File: src/verilog/sccm_pkg.sv
// Purpose: shared constants and types of the serial configuration command handler
// Assumes: 100 MHz module clock
// Notes:   parameter identifiers are internal codes, not wire codes
package sccm_pkg;
  // ----------------------------------------------------------------
  // timing
  // ----------------------------------------------------------------
  localparam longint CLK_HZ        = 100_000_000;
  localparam int     TICK_TIME_MS  = 100;
  localparam int     TICK_CYC      = int'(CLK_HZ / 1000 * TICK_TIME_MS);
  localparam int     BIN_TMO_MS    = 500;
  localparam logic [15:0] BIN_TMO_TICKS = 16'(BIN_TMO_MS / TICK_TIME_MS);
  localparam int     ESC_WIN_MS    = 1000;
  localparam logic [15:0] ESC_WIN_TICKS = 16'(ESC_WIN_MS / TICK_TIME_MS);
  localparam logic [1:0]  BOOT_WAIT     = 2'h3;

  // ----------------------------------------------------------------
  // parameter defaults
  // ----------------------------------------------------------------
  localparam logic [15:0] DEF_DEST   = 16'h0000;
  localparam logic [15:0] DEF_GUARD  = 16'h000a;
  localparam logic [15:0] DEF_CTMO   = 16'h00c8;
  localparam logic [7:0]  DEF_ESC    = 8'h2b;
  localparam logic [7:0]  DEF_BIN_EN = 8'h00;
  localparam logic [7:0]  RATE_9600  = 8'h03;
  localparam logic [7:0]  BIN_EN_ON  = 8'h01;

  // ----------------------------------------------------------------
  // binary command codes
  // ----------------------------------------------------------------
  localparam logic [6:0] BC_DEST  = 7'h00;
  localparam logic [6:0] BC_GBT   = 7'h04;
  localparam logic [6:0] BC_GAT   = 7'h05;
  localparam logic [6:0] BC_CTMO  = 7'h06;
  localparam logic [6:0] BC_SAVE  = 7'h08;
  localparam logic [6:0] BC_EXIT  = 7'h09;
  localparam logic [6:0] BC_ESC   = 7'h13;
  localparam logic [6:0] BC_BINEN = 7'h14;
  localparam logic [6:0] BC_RATE  = 7'h15;
  localparam int         BC_QUERY_BIT = 7;

  // ----------------------------------------------------------------
  // text command letter pairs and characters
  // ----------------------------------------------------------------
  localparam logic [15:0] TX_DEST  = 16'h4454;
  localparam logic [15:0] TX_GBT   = 16'h4254;
  localparam logic [15:0] TX_GAT   = 16'h4154;
  localparam logic [15:0] TX_CTMO  = 16'h4354;
  localparam logic [15:0] TX_ESC   = 16'h4343;
  localparam logic [15:0] TX_BINEN = 16'h5254;
  localparam logic [15:0] TX_RATE  = 16'h4244;
  localparam logic [15:0] TX_SAVE  = 16'h5752;
  localparam logic [15:0] TX_EXIT  = 16'h434e;
  localparam logic [7:0]  CH_A  = 8'h41;
  localparam logic [7:0]  CH_T  = 8'h54;
  localparam logic [7:0]  CH_CR = 8'h0d;
  localparam logic [63:0] MSG_OK  = 64'h4f4b0d0000000000;
  localparam logic [3:0]  MSG_OK_N  = 4'h3;
  localparam logic [63:0] MSG_ERR = 64'h4552524f520d0000;
  localparam logic [3:0]  MSG_ERR_N = 4'h6;
  localparam logic [3:0]  MSG_VAL_N = 4'h5;
  localparam logic [3:0]  MSG_BIN_N = 4'h2;

  typedef enum logic [3:0] {
    ID_DEST, ID_GBT, ID_GAT, ID_CTMO, ID_ESC, ID_BINEN, ID_RATE, ID_SAVE, ID_EXIT, ID_BAD
  } sccm_id_e;

  typedef enum logic [1:0] {B_IDLE, B_LO, B_HI, B_RUN} sccm_bin_e;

  typedef struct packed {
    logic [15:0] dest;
    logic [15:0] gbt;
    logic [15:0] gat;
    logic [15:0] ctmo;
    logic [7:0]  esc;
    logic [7:0]  bin_en;
    logic [7:0]  rate;
  } sccm_prm_s;

  localparam sccm_prm_s PRM_DEFAULT = '{DEF_DEST, DEF_GUARD, DEF_GUARD, DEF_CTMO,
                                        DEF_ESC, DEF_BIN_EN, RATE_9600};
endpackage

File: src/verilog/sccm_top.sv
// Purpose: serial configuration command handler, text and binary command paths
// Assumes: rx bytes arrive from a uart receiver on this clock at end of stop bit
// Notes:   guard and timeout timers run at 100 ms tick granularity
//
// Function
// - in command mode received characters are commands; parameters change only there or through binary commands
// - changes hit working set; reset restores saved set, losing changes unless save command ran
// - text entry: silence, three escape chars within one second, silence
// - configuration strap low at power-up starts the device in command mode
// - text command with empty parameter reads the current value
// - each text command answers OK on success (a read answers its value and CR), ERROR on failure
// - no valid text command within timeout leaves command mode
// - binary commands recognised only while select pin is high
// - select pin sampled once per byte at end of its stop bit
// - binary command inserted among payload executes in arrival order
// - pending binary command waits for a gap in radio receive data
// - clear-to-send frames binary response bytes
// - binary command runs when parameters complete; 0.5 s timeout aborts it
// - code with top bit set is a query returning the current value
// - binary recognition only when binary enable equals one
// - destination address code 00, save code 08, single byte
// - interface rate defaults to 9600 after reset
// - guard times in 100 ms units, default ten units
// - escape character programmable, default plus sign
// - command timeout in 100 ms units, default 200 units
// - exit command leaves command mode at once, binary code 09
`timescale 1ns/10ps
module sccm_top
  import sccm_pkg::*;
#(
  parameter int TICK_CYCLES = TICK_CYC
) (
  input  wire logic        clock_in,
  input  wire logic        rst_in,
  input  wire logic        rx_valid_in,
  input  wire logic [7:0]  rx_data_in,
  input  wire logic        cmd_select_in,
  input  wire logic        config_strap_n_in,
  input  wire logic        rf_rx_busy_in,
  input  wire logic        tx_ready_in,
  output logic             tx_valid_out,
  output logic [7:0]       tx_data_out,
  output logic             cts_out,
  output logic             payload_valid_out,
  output logic [7:0]       payload_data_out,
  output logic             command_mode_out,
  output logic [15:0]      destination_address_out,
  output logic [7:0]       binary_enable_cfg_out,
  output logic [7:0]       interface_rate_out,
  output logic [7:0]       escape_character_out
);

  // ----------------------------------------------------------------
  // elaboration checks
  // ----------------------------------------------------------------
  if (TICK_CYCLES < 2 || TICK_CYCLES > 24'hffffff) begin : g_bad_tick
    $error("TICK_CYCLES out of range");
  end

  // ----------------------------------------------------------------
  // state
  // ----------------------------------------------------------------
  typedef struct packed {
    logic        sel_s1;
    logic        sel_s2;
    logic        strap_s1;
    logic        strap_s2;
    logic [1:0]  boot;
    logic [23:0] tick_cnt;
    sccm_prm_s   prm;
    logic        cmd_mode;
    logic [15:0] silence;
    logic [1:0]  esc_cnt;
    logic [15:0] esc_time;
    logic [15:0] ctmo_cnt;
    logic [2:0]  t_cnt;
    logic [15:0] t_pair;
    logic [15:0] t_val;
    logic        t_has_val;
    logic        t_err;
    sccm_bin_e   b_state;
    logic [7:0]  b_code;
    logic [15:0] b_val;
    logic [15:0] b_time;
    logic [63:0] resp_buf;
    logic [3:0]  resp_n;
    logic        resp_bin;
    logic        pay_valid;
    logic [7:0]  pay_data;
    logic        save;
  } sccm_state_s;

  sccm_state_s state_reg;
  sccm_state_s state_next;
  sccm_state_s state_rst;
  // saved set survives reset; power-up contents are the defaults
  sccm_prm_s   nv_reg = PRM_DEFAULT;

  // ----------------------------------------------------------------
  // helpers
  // ----------------------------------------------------------------
  function automatic sccm_id_e txt_id(input logic [15:0] pair);
    unique case (pair)
      TX_DEST:  txt_id = ID_DEST;
      TX_GBT:   txt_id = ID_GBT;
      TX_GAT:   txt_id = ID_GAT;
      TX_CTMO:  txt_id = ID_CTMO;
      TX_ESC:   txt_id = ID_ESC;
      TX_BINEN: txt_id = ID_BINEN;
      TX_RATE:  txt_id = ID_RATE;
      TX_SAVE:  txt_id = ID_SAVE;
      TX_EXIT:  txt_id = ID_EXIT;
      default:  txt_id = ID_BAD;
    endcase
  endfunction

  function automatic sccm_id_e bin_id(input logic [6:0] code);
    unique case (code)
      BC_DEST:  bin_id = ID_DEST;
      BC_GBT:   bin_id = ID_GBT;
      BC_GAT:   bin_id = ID_GAT;
      BC_CTMO:  bin_id = ID_CTMO;
      BC_ESC:   bin_id = ID_ESC;
      BC_BINEN: bin_id = ID_BINEN;
      BC_RATE:  bin_id = ID_RATE;
      BC_SAVE:  bin_id = ID_SAVE;
      BC_EXIT:  bin_id = ID_EXIT;
      default:  bin_id = ID_BAD;
    endcase
  endfunction

  function automatic logic [15:0] prm_read(input sccm_prm_s p, input sccm_id_e id);
    unique case (id)
      ID_DEST:  prm_read = p.dest;
      ID_GBT:   prm_read = p.gbt;
      ID_GAT:   prm_read = p.gat;
      ID_CTMO:  prm_read = p.ctmo;
      ID_ESC:   prm_read = {8'h00, p.esc};
      ID_BINEN: prm_read = {8'h00, p.bin_en};
      ID_RATE:  prm_read = {8'h00, p.rate};
      default:  prm_read = 16'h0000;
    endcase
  endfunction

  // working set only; the saved set moves on the save command
  function automatic sccm_prm_s prm_write(input sccm_prm_s p, input sccm_id_e id,
                                          input logic [15:0] v);
    prm_write = p;
    unique case (id)
      ID_DEST:  prm_write.dest   = v;
      ID_GBT:   prm_write.gbt    = v;
      ID_GAT:   prm_write.gat    = v;
      ID_CTMO:  prm_write.ctmo   = v;
      ID_ESC:   prm_write.esc    = v[7:0];
      ID_BINEN: prm_write.bin_en = v[7:0];
      ID_RATE:  prm_write.rate   = v[7:0];
      default:  prm_write = p;
    endcase
  endfunction

  function automatic logic [7:0] hex_asc(input logic [3:0] n);
    hex_asc = (n < 4'ha) ? (8'h30 + {4'h0, n}) : (8'h37 + {4'h0, n});
  endfunction

  function automatic logic [4:0] asc_hex(input logic [7:0] c);
    if (c >= 8'h30 && c <= 8'h39) begin
      asc_hex = {1'b1, 4'(c - 8'h30)};
    end else if (c >= 8'h41 && c <= 8'h46) begin
      asc_hex = {1'b1, 4'(c - 8'h37)};
    end else if (c >= 8'h61 && c <= 8'h66) begin
      asc_hex = {1'b1, 4'(c - 8'h57)};
    end else begin
      asc_hex = 5'h00;
    end
  endfunction

  // ----------------------------------------------------------------
  // next state
  // ----------------------------------------------------------------
  always_comb begin
    logic        tick;
    logic        bin_byte;
    logic [4:0]  hx;
    sccm_id_e    id;
    logic [15:0] rv;
    id = ID_BAD;
    rv = 16'h0000;
    state_rst = '0;
    state_rst.sel_s1   = 1'b0;
    state_rst.strap_s1 = 1'b1;
    state_rst.strap_s2 = 1'b1;
    state_rst.prm      = nv_reg;
    state_rst.b_state  = B_IDLE;
    state_next = state_reg;
    state_next.sel_s1   = cmd_select_in;
    state_next.sel_s2   = state_reg.sel_s1;
    state_next.strap_s1 = config_strap_n_in;
    state_next.strap_s2 = state_reg.strap_s1;
    state_next.pay_valid = 1'b0;
    state_next.save      = 1'b0;
    tick = (state_reg.tick_cnt == 24'(TICK_CYCLES - 1));
    state_next.tick_cnt = tick ? 24'h000000 : state_reg.tick_cnt + 24'h000001;
    // strap sampled once the synchroniser has settled after reset
    if (state_reg.boot != BOOT_WAIT) begin
      state_next.boot = state_reg.boot + 2'h1;
      if (state_reg.boot == BOOT_WAIT - 2'h1 && !state_reg.strap_s2) begin
        state_next.cmd_mode = 1'b1;
      end
    end
    // 100 ms timers
    if (tick) begin
      if (state_reg.silence != 16'hffff) state_next.silence = state_reg.silence + 16'h0001;
      if (state_reg.esc_time != 16'hffff) state_next.esc_time = state_reg.esc_time + 16'h0001;
      state_next.ctmo_cnt = state_reg.ctmo_cnt + 16'h0001;
      if (state_reg.b_state == B_LO || state_reg.b_state == B_HI) begin
        state_next.b_time = state_reg.b_time + 16'h0001;
        if (state_reg.b_time + 16'h0001 >= BIN_TMO_TICKS) begin
          state_next.b_state = B_IDLE;
        end
      end
      if (state_reg.esc_cnt == 2'h3 && state_reg.silence + 16'h0001 >= state_reg.prm.gat) begin
        state_next.cmd_mode = 1'b1;
        state_next.esc_cnt  = 2'h0;
        state_next.ctmo_cnt = 16'h0000;
        state_next.t_cnt    = 3'h0;
      end
      if (state_reg.cmd_mode && state_reg.ctmo_cnt + 16'h0001 >= state_reg.prm.ctmo) begin
        state_next.cmd_mode = 1'b0;
      end
    end
    // response drain
    if (state_reg.resp_n != 4'h0 && tx_ready_in) begin
      state_next.resp_buf = {state_reg.resp_buf[55:0], 8'h00};
      state_next.resp_n   = state_reg.resp_n - 4'h1;
    end
    // received byte; select level is the one synchronised at its stop bit
    bin_byte = state_reg.sel_s2 && state_reg.prm.bin_en == BIN_EN_ON;
    hx = asc_hex(rx_data_in);
    if (rx_valid_in) begin
      state_next.silence = 16'h0000;
      if (bin_byte) begin
        state_next.esc_cnt = 2'h0;
        unique case (state_reg.b_state)
          B_IDLE: begin
            state_next.b_code = rx_data_in;
            state_next.b_time = 16'h0000;
            state_next.b_val  = 16'h0000;
            id = bin_id(rx_data_in[6:0]);
            state_next.b_state = (rx_data_in[BC_QUERY_BIT] || id == ID_SAVE ||
                                  id == ID_EXIT) ? B_RUN : B_LO;
          end
          B_LO: begin
            state_next.b_val[7:0] = rx_data_in;
            state_next.b_state    = B_HI;
          end
          B_HI: begin
            state_next.b_val[15:8] = rx_data_in;
            state_next.b_state     = B_RUN;
          end
          B_RUN: begin
            // a new byte while one is still pending is dropped
          end
        endcase
      end else if (state_reg.cmd_mode) begin
        // text path: letter pair, optional hex digits, carriage return
        if (rx_data_in == CH_CR) begin
          id = txt_id(state_reg.t_pair);
          if (state_reg.t_err || state_reg.t_cnt < 3'h4 || id == ID_BAD) begin
            state_next.resp_buf = MSG_ERR;
            state_next.resp_n   = MSG_ERR_N;
          end else begin
            state_next.ctmo_cnt = 16'h0000;
            state_next.resp_buf = MSG_OK;
            state_next.resp_n   = MSG_OK_N;
            if (id == ID_SAVE) begin
              state_next.save = 1'b1;
            end else if (id == ID_EXIT) begin
              state_next.cmd_mode = 1'b0;
            end else if (state_reg.t_has_val) begin
              state_next.prm = prm_write(state_reg.prm, id, state_reg.t_val);
            end else begin
              rv = prm_read(state_reg.prm, id);
              state_next.resp_buf = {hex_asc(rv[15:12]), hex_asc(rv[11:8]), hex_asc(rv[7:4]),
                                     hex_asc(rv[3:0]), CH_CR, 24'h000000};
              state_next.resp_n   = MSG_VAL_N;
            end
          end
          state_next.resp_bin  = 1'b0;
          state_next.t_cnt     = 3'h0;
          state_next.t_err     = 1'b0;
          state_next.t_has_val = 1'b0;
          state_next.t_val     = 16'h0000;
        end else begin
          if (state_reg.t_cnt != 3'h7) state_next.t_cnt = state_reg.t_cnt + 3'h1;
          unique case (state_reg.t_cnt)
            3'h0: state_next.t_err = (rx_data_in & 8'hdf) != CH_A;
            3'h1: state_next.t_err = state_reg.t_err || (rx_data_in & 8'hdf) != CH_T;
            3'h2: state_next.t_pair[15:8] = rx_data_in & 8'hdf;
            3'h3: state_next.t_pair[7:0]  = rx_data_in & 8'hdf;
            default: begin
              if (rx_data_in != 8'h20) begin
                state_next.t_err     = state_reg.t_err || !hx[4];
                state_next.t_val     = {state_reg.t_val[11:0], hx[3:0]};
                state_next.t_has_val = 1'b1;
              end
            end
          endcase
        end
      end else begin
        // payload passes through in arrival order with any binary command
        state_next.pay_valid = 1'b1;
        state_next.pay_data  = rx_data_in;
        if (rx_data_in == state_reg.prm.esc && state_reg.esc_cnt != 2'h3 &&
            (state_reg.esc_cnt == 2'h0 ? state_reg.silence >= state_reg.prm.gbt
                                       : state_reg.esc_time < ESC_WIN_TICKS)) begin
          state_next.esc_cnt = state_reg.esc_cnt + 2'h1;
          if (state_reg.esc_cnt == 2'h0) state_next.esc_time = 16'h0000;
        end else begin
          state_next.esc_cnt = 2'h0;
        end
      end
    end
    // binary execution waits for a receive gap and a free output
    if (state_reg.b_state == B_RUN && !rf_rx_busy_in && state_reg.resp_n == 4'h0) begin
      id = bin_id(state_reg.b_code[6:0]);
      state_next.b_state = B_IDLE;
      if (state_reg.b_code[BC_QUERY_BIT]) begin
        rv = prm_read(state_reg.prm, id);
        state_next.resp_buf = {rv[7:0], rv[15:8], 48'h000000000000};
        state_next.resp_n   = MSG_BIN_N;
        state_next.resp_bin = 1'b1;
      end else if (id == ID_SAVE) begin
        state_next.save = 1'b1;
      end else if (id == ID_EXIT) begin
        state_next.cmd_mode = 1'b0;
      end else begin
        state_next.prm = prm_write(state_reg.prm, id, state_reg.b_val);
      end
    end
  end

  // ----------------------------------------------------------------
  // registers
  // ----------------------------------------------------------------
  always_ff @(posedge clock_in) begin
    if (rst_in) begin
      state_reg <= state_rst;
    end else begin
      state_reg <= state_next;
    end
  end

  // no reset: this copy stands for storage that outlives a power cycle
  always_ff @(posedge clock_in) begin
    if (state_reg.save && !rst_in) begin
      nv_reg <= state_reg.prm;
    end
  end

  // ----------------------------------------------------------------
  // outputs
  // ----------------------------------------------------------------
  assign tx_valid_out            = state_reg.resp_n != 4'h0;
  assign tx_data_out             = state_reg.resp_buf[63:56];
  assign cts_out                 = !(state_reg.resp_bin && state_reg.resp_n != 4'h0);
  assign payload_valid_out       = state_reg.pay_valid;
  assign payload_data_out        = state_reg.pay_data;
  assign command_mode_out        = state_reg.cmd_mode;
  assign destination_address_out = state_reg.prm.dest;
  assign binary_enable_cfg_out   = state_reg.prm.bin_en;
  assign interface_rate_out      = state_reg.prm.rate;
  assign escape_character_out    = state_reg.prm.esc;

endmodule // sccm_top

File: config.mk
export PLATFORM = sky130hd
export DESIGN_NAME = sccm_top
export DESIGN_NICKNAME = d
export VERILOG_FILES = /design/src/verilog/sccm_pkg.sv /design/src/verilog/sccm_top.sv
export SDC_FILE = /design/constraint.sdc
export NUM_CORES = 1
export LEC_CHECK = 0
export BUFFER_PORTS_ARGS = -buffer_cell sky130_fd_sc_hd__buf_2
export CORE_MARGIN = 1.5
export CORE_UTILIZATION = 63
export CTS_BUF_LIST = sky130_fd_sc_hd__clkbuf_4 sky130_fd_sc_hd__clkbuf_8 sky130_fd_sc_hd__clkbuf_16
export DETAILED_ROUTE_END_ITERATION = 10
export PLACE_DENSITY_LB_ADDON = 0.25
export SYNTH_ARGS = -nofsm -noshare
export SYNTH_HDL_FRONTEND = slang
export SYNTH_SLANG_ARGS = --single-unit
File: constraint.sdc
create_clock -name clock_in -period 7.35 [get_ports clock_in]
set_input_delay 0.735 -clock clock_in [delete_from_list [all_inputs] [get_ports clock_in]]
set_output_delay 0.735 -clock clock_in [all_outputs]
set_load 0.1 [all_outputs]
==> results of run 1 <==
[cell usage after synthesis (22+ instances only)]
cell	n
nor3b_1	23
xor2_1	68
xnor2_1	35
dfxtp_1	241
clkbuf_1	99
a21oi_1	126
nand4_1	26
ha_1	79
nor2_1	184
inv_1	74
o21ai_0	68
edfxtp_1	176
a221oi_1	25
o211ai_1	77
buf_4	58
mux2i_1	113
nand3_1	105
nand2_1	309
a31oi_1	22
a22oi_1	57
nor3_1	36
and3_1	39
[per-stage QoR]
| step | area (um2) | setup slack, ns |
|---|---|---|
| 3_5_place_dp | 22400 | 2.73 |
| 5_1_grt | 23900 | 2.61 |
| 6_report | 23900 | 2.85 |
| 3_3_place_gp | 22400 | 2.87 |
| 2_1_floorplan | 22200 | 1.64 |
| 4_1_cts | 23900 | 2.95 |
[final cells by class]
cell class | count | share of cell area
Timing Repair Buffer | 101 | 0.0243
Sequential cell | 417 | 0.423
Tap cell | 455 | 0.0238
Multi-Input combinational cell | 1682 | 0.455
Inverter | 74 | 0.0116
Clock buffer | 63 | 0.0546
Clock inverter | 17 | 0.00775
[power breakdown]
| part | switching, uW | total, uW | internal (uW) |
|---|---|---|---|
| registers | 84.2 | 2540 | 2460 |
| clock network | 930 | 2300 | 1370 |
| logic | 418 | 543 | 125 |
[worst min path at each step]
stage	start	to	cells past startpoint
4_1_cts	config_strap_n_in	state_next[323]	2
6_report	config_strap_n_in	state_next[323]	2
2_1_floorplan	state_next[323]	state_reg[323]	1
5_1_grt	config_strap_n_in	state_next[323]	2
3_3_place_gp	state_next[323]	state_reg[323]	1
3_5_place_dp	state_next[323]	state_reg[323]	1
[layer usage]
| layer | GRT usage | vias to the layer above | wire length [um] |
|---|---|---|---|
| li1 | - | 8493 | - |
| met1 | 0.493 | 9008 | 26000 |
| met2 | 0.554 | 1166 | 29700 |
| met3 | 0.0944 | 231 | 8300 |
| met4 | 0.175 | 0 | 3430 |
| met5 | 0 | - | 0 |
[cell families (layout without fill, tap and decap cells)]
kind of cell	Yosys count	in the layout	share of synthesized area
compound gates	515	515	0.157
xor+xnor	103	103	0.0407
fa+ha+maj	79	79	0.0446
buf+inv	257	255	0.0557
flops	417	417	0.456
mux	113	113	0.0510
simple gates	872	872	0.196
==> impl_metrics.env, run 1 <==
export IMPL_critical_path_class="reg -> reg"
export IMPL_vdd_drop_max_v=0.000205
export IMPL_drive_above_1_share=0.0905
export IMPL_grt_pass1_wl_um=103000
export IMPL_route_detailed_drc=11
export IMPL_die_area_mm2=0.0363
export IMPL_grt_overflow=0
export IMPL_synth_distinct_cells=79
export IMPL_max_freq_ghz=0.222
export IMPL_synth_area_leaders="edfxtp_1 (24%), dfxtp_1 (22%), nand2_1 (5.2%), mux2i_1 (5.1%), ha_1 (4.5%)"
export IMPL_setup_viol=0
export IMPL_p_leak_uw=0.00874
export IMPL_synthCells=2356
export IMPL_cp_num_buf_inv=1
export IMPL_r2r_end="state_reg[169]"
export IMPL_ys_seq_elements=417
export IMPL_grt_pass1_vias=17800
export IMPL_start_kind="flop"
export IMPL_crit_start="state_reg[192]"
export IMPL_reg2reg_slack_ns=2.85
export IMPL_avgSynthCellArea_um2=9.41
export IMPL_synth_top_area_frac=0.238
export IMPL_rsz0062_at_grt="false"
export IMPL_dpl_cell_count=2729
export IMPL_tritoncts="built"
export IMPL_dieHeight_um=191
export IMPL_final_util=0.690
export IMPL_drt_pass1_iterations=11
export IMPL_grt_usage=0.367
export IMPL_yosysTopAreaCell="edfxtp_1"
export IMPL_endpoint="state_reg[169]"
export IMPL_path_cells="ha_1, nand3_1, nor3_1, and4_1, and3_1, xor2_1, ha_1, a21o_1, a21o_1, a2bb2oi_1, o21ai_1, buf_4, nor2_1, nand3b_1, a21oi_1"
export IMPL_nNetsFinal=2414
export IMPL_area_growth_syn_to_layout_pct=7.69
export IMPL_largest_reg_flops=265
export IMPL_holdWs_ns=0.349
export IMPL_fin_total_pwr_uw=5390
export IMPL_design_core_area_mm2=0.0346
export IMPL_fin_crit_sh=0.613
export IMPL_final_common_cell="nand2_1"
export IMPL_timing_final_crit_period_ns=4.50
export IMPL_syn_area_mm2=0.0222
export IMPL_violations="design-rule violations"
export IMPL_critPathTopFamily="simple AND/OR/NAND/NOR gates"
export IMPL_cts_hold_buf=0
export IMPL_maxCapViolCount=0
export IMPL_grt_max_degree=68
export IMPL_clockBufferDepth=3
export IMPL_cp_slowest_cell="nor2_1"
export IMPL_final_cells=2809
export IMPL_maxSlewViolCount=0
export IMPL_io_pins=75
export IMPL_mostFrequentLayoutCells="nand2_1 (309), dfxtp_1 (241), nor2_1 (184), edfxtp_1 (176), a21oi_1 (126)"
export IMPL_rows=68
export IMPL_cts_sinks=417
export IMPL_synth_nets=2450
export IMPL_cts_reportedPaths_clkPinSlew_ns=0.06
export IMPL_ff2ff_path_depth=15
export IMPL_dr_first_iter_drc_count=2443
export IMPL_antenna_left=0
export IMPL_multi_input_area_mm2=0.0109
export IMPL_viasPerCell=6.73
export IMPL_synth_seq_area_share=0.456
export IMPL_diodes=0
export IMPL_setup_tns_ns=0
export IMPL_finClkSkew_ns=0.0190
export IMPL_antenna_found_initial=0
export IMPL_synth_edf_count=176
export IMPL_vias=18900
export IMPL_die_w_um=191
export IMPL_numPortBuffers=74
export IMPL_gp_congestion=1.05
export IMPL_hpwl_um=46900
export IMPL_status="finished, violations left"
export IMPL_fillers=2629
export IMPL_worstSkewPairLatency_ns=0.58
export IMPL_numCtsBuffers=44
export IMPL_worstPathRequired_ns=7.83
export IMPL_wl_per_cell_um=24.0
export IMPL_async_flop_share=0
export IMPL_cts_root_buf="clkbuf_16"
export IMPL_r2r_start="state_reg[192]"
export IMPL_hold_violations=0
export IMPL_routed_wl_um=67400
export IMPL_setup_worst_path_end_class="flop"
export IMPL_start_util=0.640
export IMPL_cp_data_arrival_time_ns=4.98
export IMPL_cts_resized_gates=0
export IMPL_p_per_area_mw_per_mm2=226
export IMPL_worst_slew_pin_slew_ns=1.25
export IMPL_cts_setup_buffers=0
export IMPL_cts_htree_levels=2
export IMPL_slowest_delay_ns=0.74
export IMPL_maxSlewHeadroom=0.158
export IMPL_crit_cells=15
export IMPL_ys_flop_type="dfxtp_1"
export IMPL_yosysWarnings=0
export IMPL_cp_max_fo=16
export IMPL_min_path_type="in -> reg"
export IMPL_regArea_mm2=0.0101
Power figures use the tool's default switching activity.
==> run 2: changes to the inputs <==
clock period = 4.4 ns   (was 7.35 ns; I/O delays follow)
==> impl_metrics.env, run 2 (synthesized netlist as in run 1, its figures left out) <==
export IMPL_r2r_start="state_reg[147]"
export IMPL_viasPerCell=6.75
export IMPL_critical_path_class="reg -> reg"
export IMPL_fin_total_pwr_uw=9060
export IMPL_numCtsBuffers=44
export IMPL_gp_congestion=0.998
export IMPL_antenna_found_initial=0
export IMPL_grt_pass1_vias=17800
export IMPL_worst_slew_pin_slew_ns=1.05
export IMPL_maxCapViolCount=0
export IMPL_hold_depth=2
export IMPL_p_leak_uw=0.00892
export IMPL_hpwl_um=49700
export IMPL_cts_resized_gates=0
export IMPL_antenna_left=0
export IMPL_die_w_um=191
export IMPL_dpl_cell_count=2761
export IMPL_worstPathRequired_ns=4.88
export IMPL_area_growth_syn_to_layout_pct=8.93
export IMPL_cts_hold_buf=0
export IMPL_setup_viol=0
export IMPL_max_freq_ghz=0.260
export IMPL_finClkSkew_ns=0.0237
export IMPL_grt_usage=0.385
export IMPL_dieHeight_um=191
export IMPL_p_sw_uw=2450
export IMPL_r2r_end="state_reg[59]"
export IMPL_vias=19200
export IMPL_cp_data_arrival_time_ns=4.32
export IMPL_numPortBuffers=74
export IMPL_p_per_area_mw_per_mm2=375
export IMPL_reg2reg_slack_ns=0.56
export IMPL_cts_sinks=417
export IMPL_fin_crit_sh=0.873
export IMPL_start_util=0.640
export IMPL_cp_max_fo=15
export IMPL_clockBufferDepth=3
export IMPL_dr_first_iter_drc_count=2701
export IMPL_cts_reportedPaths_clkPinSlew_ns=0.06
export IMPL_cts_setup_buffers=0
export IMPL_die_area_mm2=0.0363
export IMPL_worstSkewPairLatency_ns=0.58
export IMPL_holdPathEnd="state_next[323]"
export IMPL_vdd_drop_max_v=0.000524
export IMPL_final_cells=2842
export IMPL_io_pins=75
export IMPL_route_detailed_drc=0
export IMPL_design_core_area_mm2=0.0346
export IMPL_cts_htree_levels=2
export IMPL_wl_per_cell_um=24.7
export IMPL_internal_power_uw=6610
export IMPL_rows=68
export IMPL_start_kind="flop"
export IMPL_grt_overflow=0
export IMPL_drive_above_1_share=0.103
export IMPL_hold_violations=0
export IMPL_min_from="config_strap_n_in"
export IMPL_tritoncts="built"
export IMPL_maxSlewHeadroom=0.297
export IMPL_nNetsFinal=2446
export IMPL_largest_reg_flops=265
export IMPL_power_share_sequential=0.469
export IMPL_holdWs_ns=0.0475
export IMPL_setup_tns_ns=0
export IMPL_clkPwrFrac=0.427
export IMPL_rsz0062_at_grt="false"
export IMPL_min_path_type="in -> reg"
export IMPL_grt_max_degree=72
export IMPL_status="finished, final reports clean"
export IMPL_mostFrequentLayoutCells="nand2_1 (309), dfxtp_1 (241), nor2_1 (184), edfxtp_1 (176), a21oi_1 (126)"
export IMPL_ff2ff_path_depth=8
export IMPL_routed_wl_um=70100
export IMPL_timing_final_crit_period_ns=3.84
export IMPL_grt_pass1_wl_um=106000
export IMPL_cts_root_buf="clkbuf_16"
export IMPL_maxSlewViolCount=0
export IMPL_sw_frac_of_total=0.270
export IMPL_final_common_cell="nand2_1"
export IMPL_p_comb_frac=0.104
export IMPL_drt_pass1_iterations=11
export IMPL_setup_worst_path_end_class="flop"
## run 2: area by class of cell
| cell class | instances | area [um2] |
|---|---|---|
| Antenna cell | 1 | 2.50 |
| Sequential cell | 417 | 10100 |
| Clock buffer | 64 | 1330 |
| Timing Repair Buffer | 133 | 845 |
| Clock inverter | 16 | 166 |
| Multi-Input combinational cell | 1682 | 10900 |
| Fill cell | 2696 | 10500 |
| Tap cell | 455 | 569 |
| Inverter | 74 | 278 |
## run 2: how the worst max path moves through the flow
stage,start,end,slack [ns],cells after the start
final,state_reg[147],state_reg[59],0.56,8
after global routing,state_reg[192],state_reg[190],0.33,16
after CTS,state_reg[192],state_reg[191],0.67,16
after detailed placement,rx_data_in[1],state_reg[269],0.63,11
after global placement,state_reg[149],state_reg[56],0.71,9
after floorplan,rst_in,nv_reg[0],0.67,4
## run 2: per-stage QoR
step	worst slack, ns	cell area, um2	util
2_1_floorplan	0.667	22200	-
6_report	0.559	24200	0.698
3_5_place_dp	0.634	22700	0.654
4_1_cts	0.668	24200	0.698
5_1_grt	0.334	24200	0.698
3_3_place_gp	0.705	22700	0.654
## run 2: power groups by stage
stage	clock network, uW	registers (uW)	logic (uW)
4_1_cts	3890	4240	928
6_report	3870	4250	939
3_5_place_dp	0	4320	925
3_3_place_gp	0	4320	902
2_1_floorplan	0	4260	754
5_1_grt	4030	4250	999
## run 2: per-layer routing
metal	vias to the layer above	wire length, um	global-route usage
met5	-	23	0
met4	2	3550	0.176
met3	242	8980	0.105
met2	1265	29900	0.566
met1	9108	27700	0.530
li1	8578	-	-
## run 2: worst max-delay path, cell delays in order (launching register included)
cell and delay (ns):
dfxtp_1 0.69, nand4b_1 0.44, nor4_4 0.55, buf_4 0.32
or4_1 0.40, o2111ai_1 0.37, o21ai_1 0.53, a21oi_1 0.14
a311oi_1 0.28
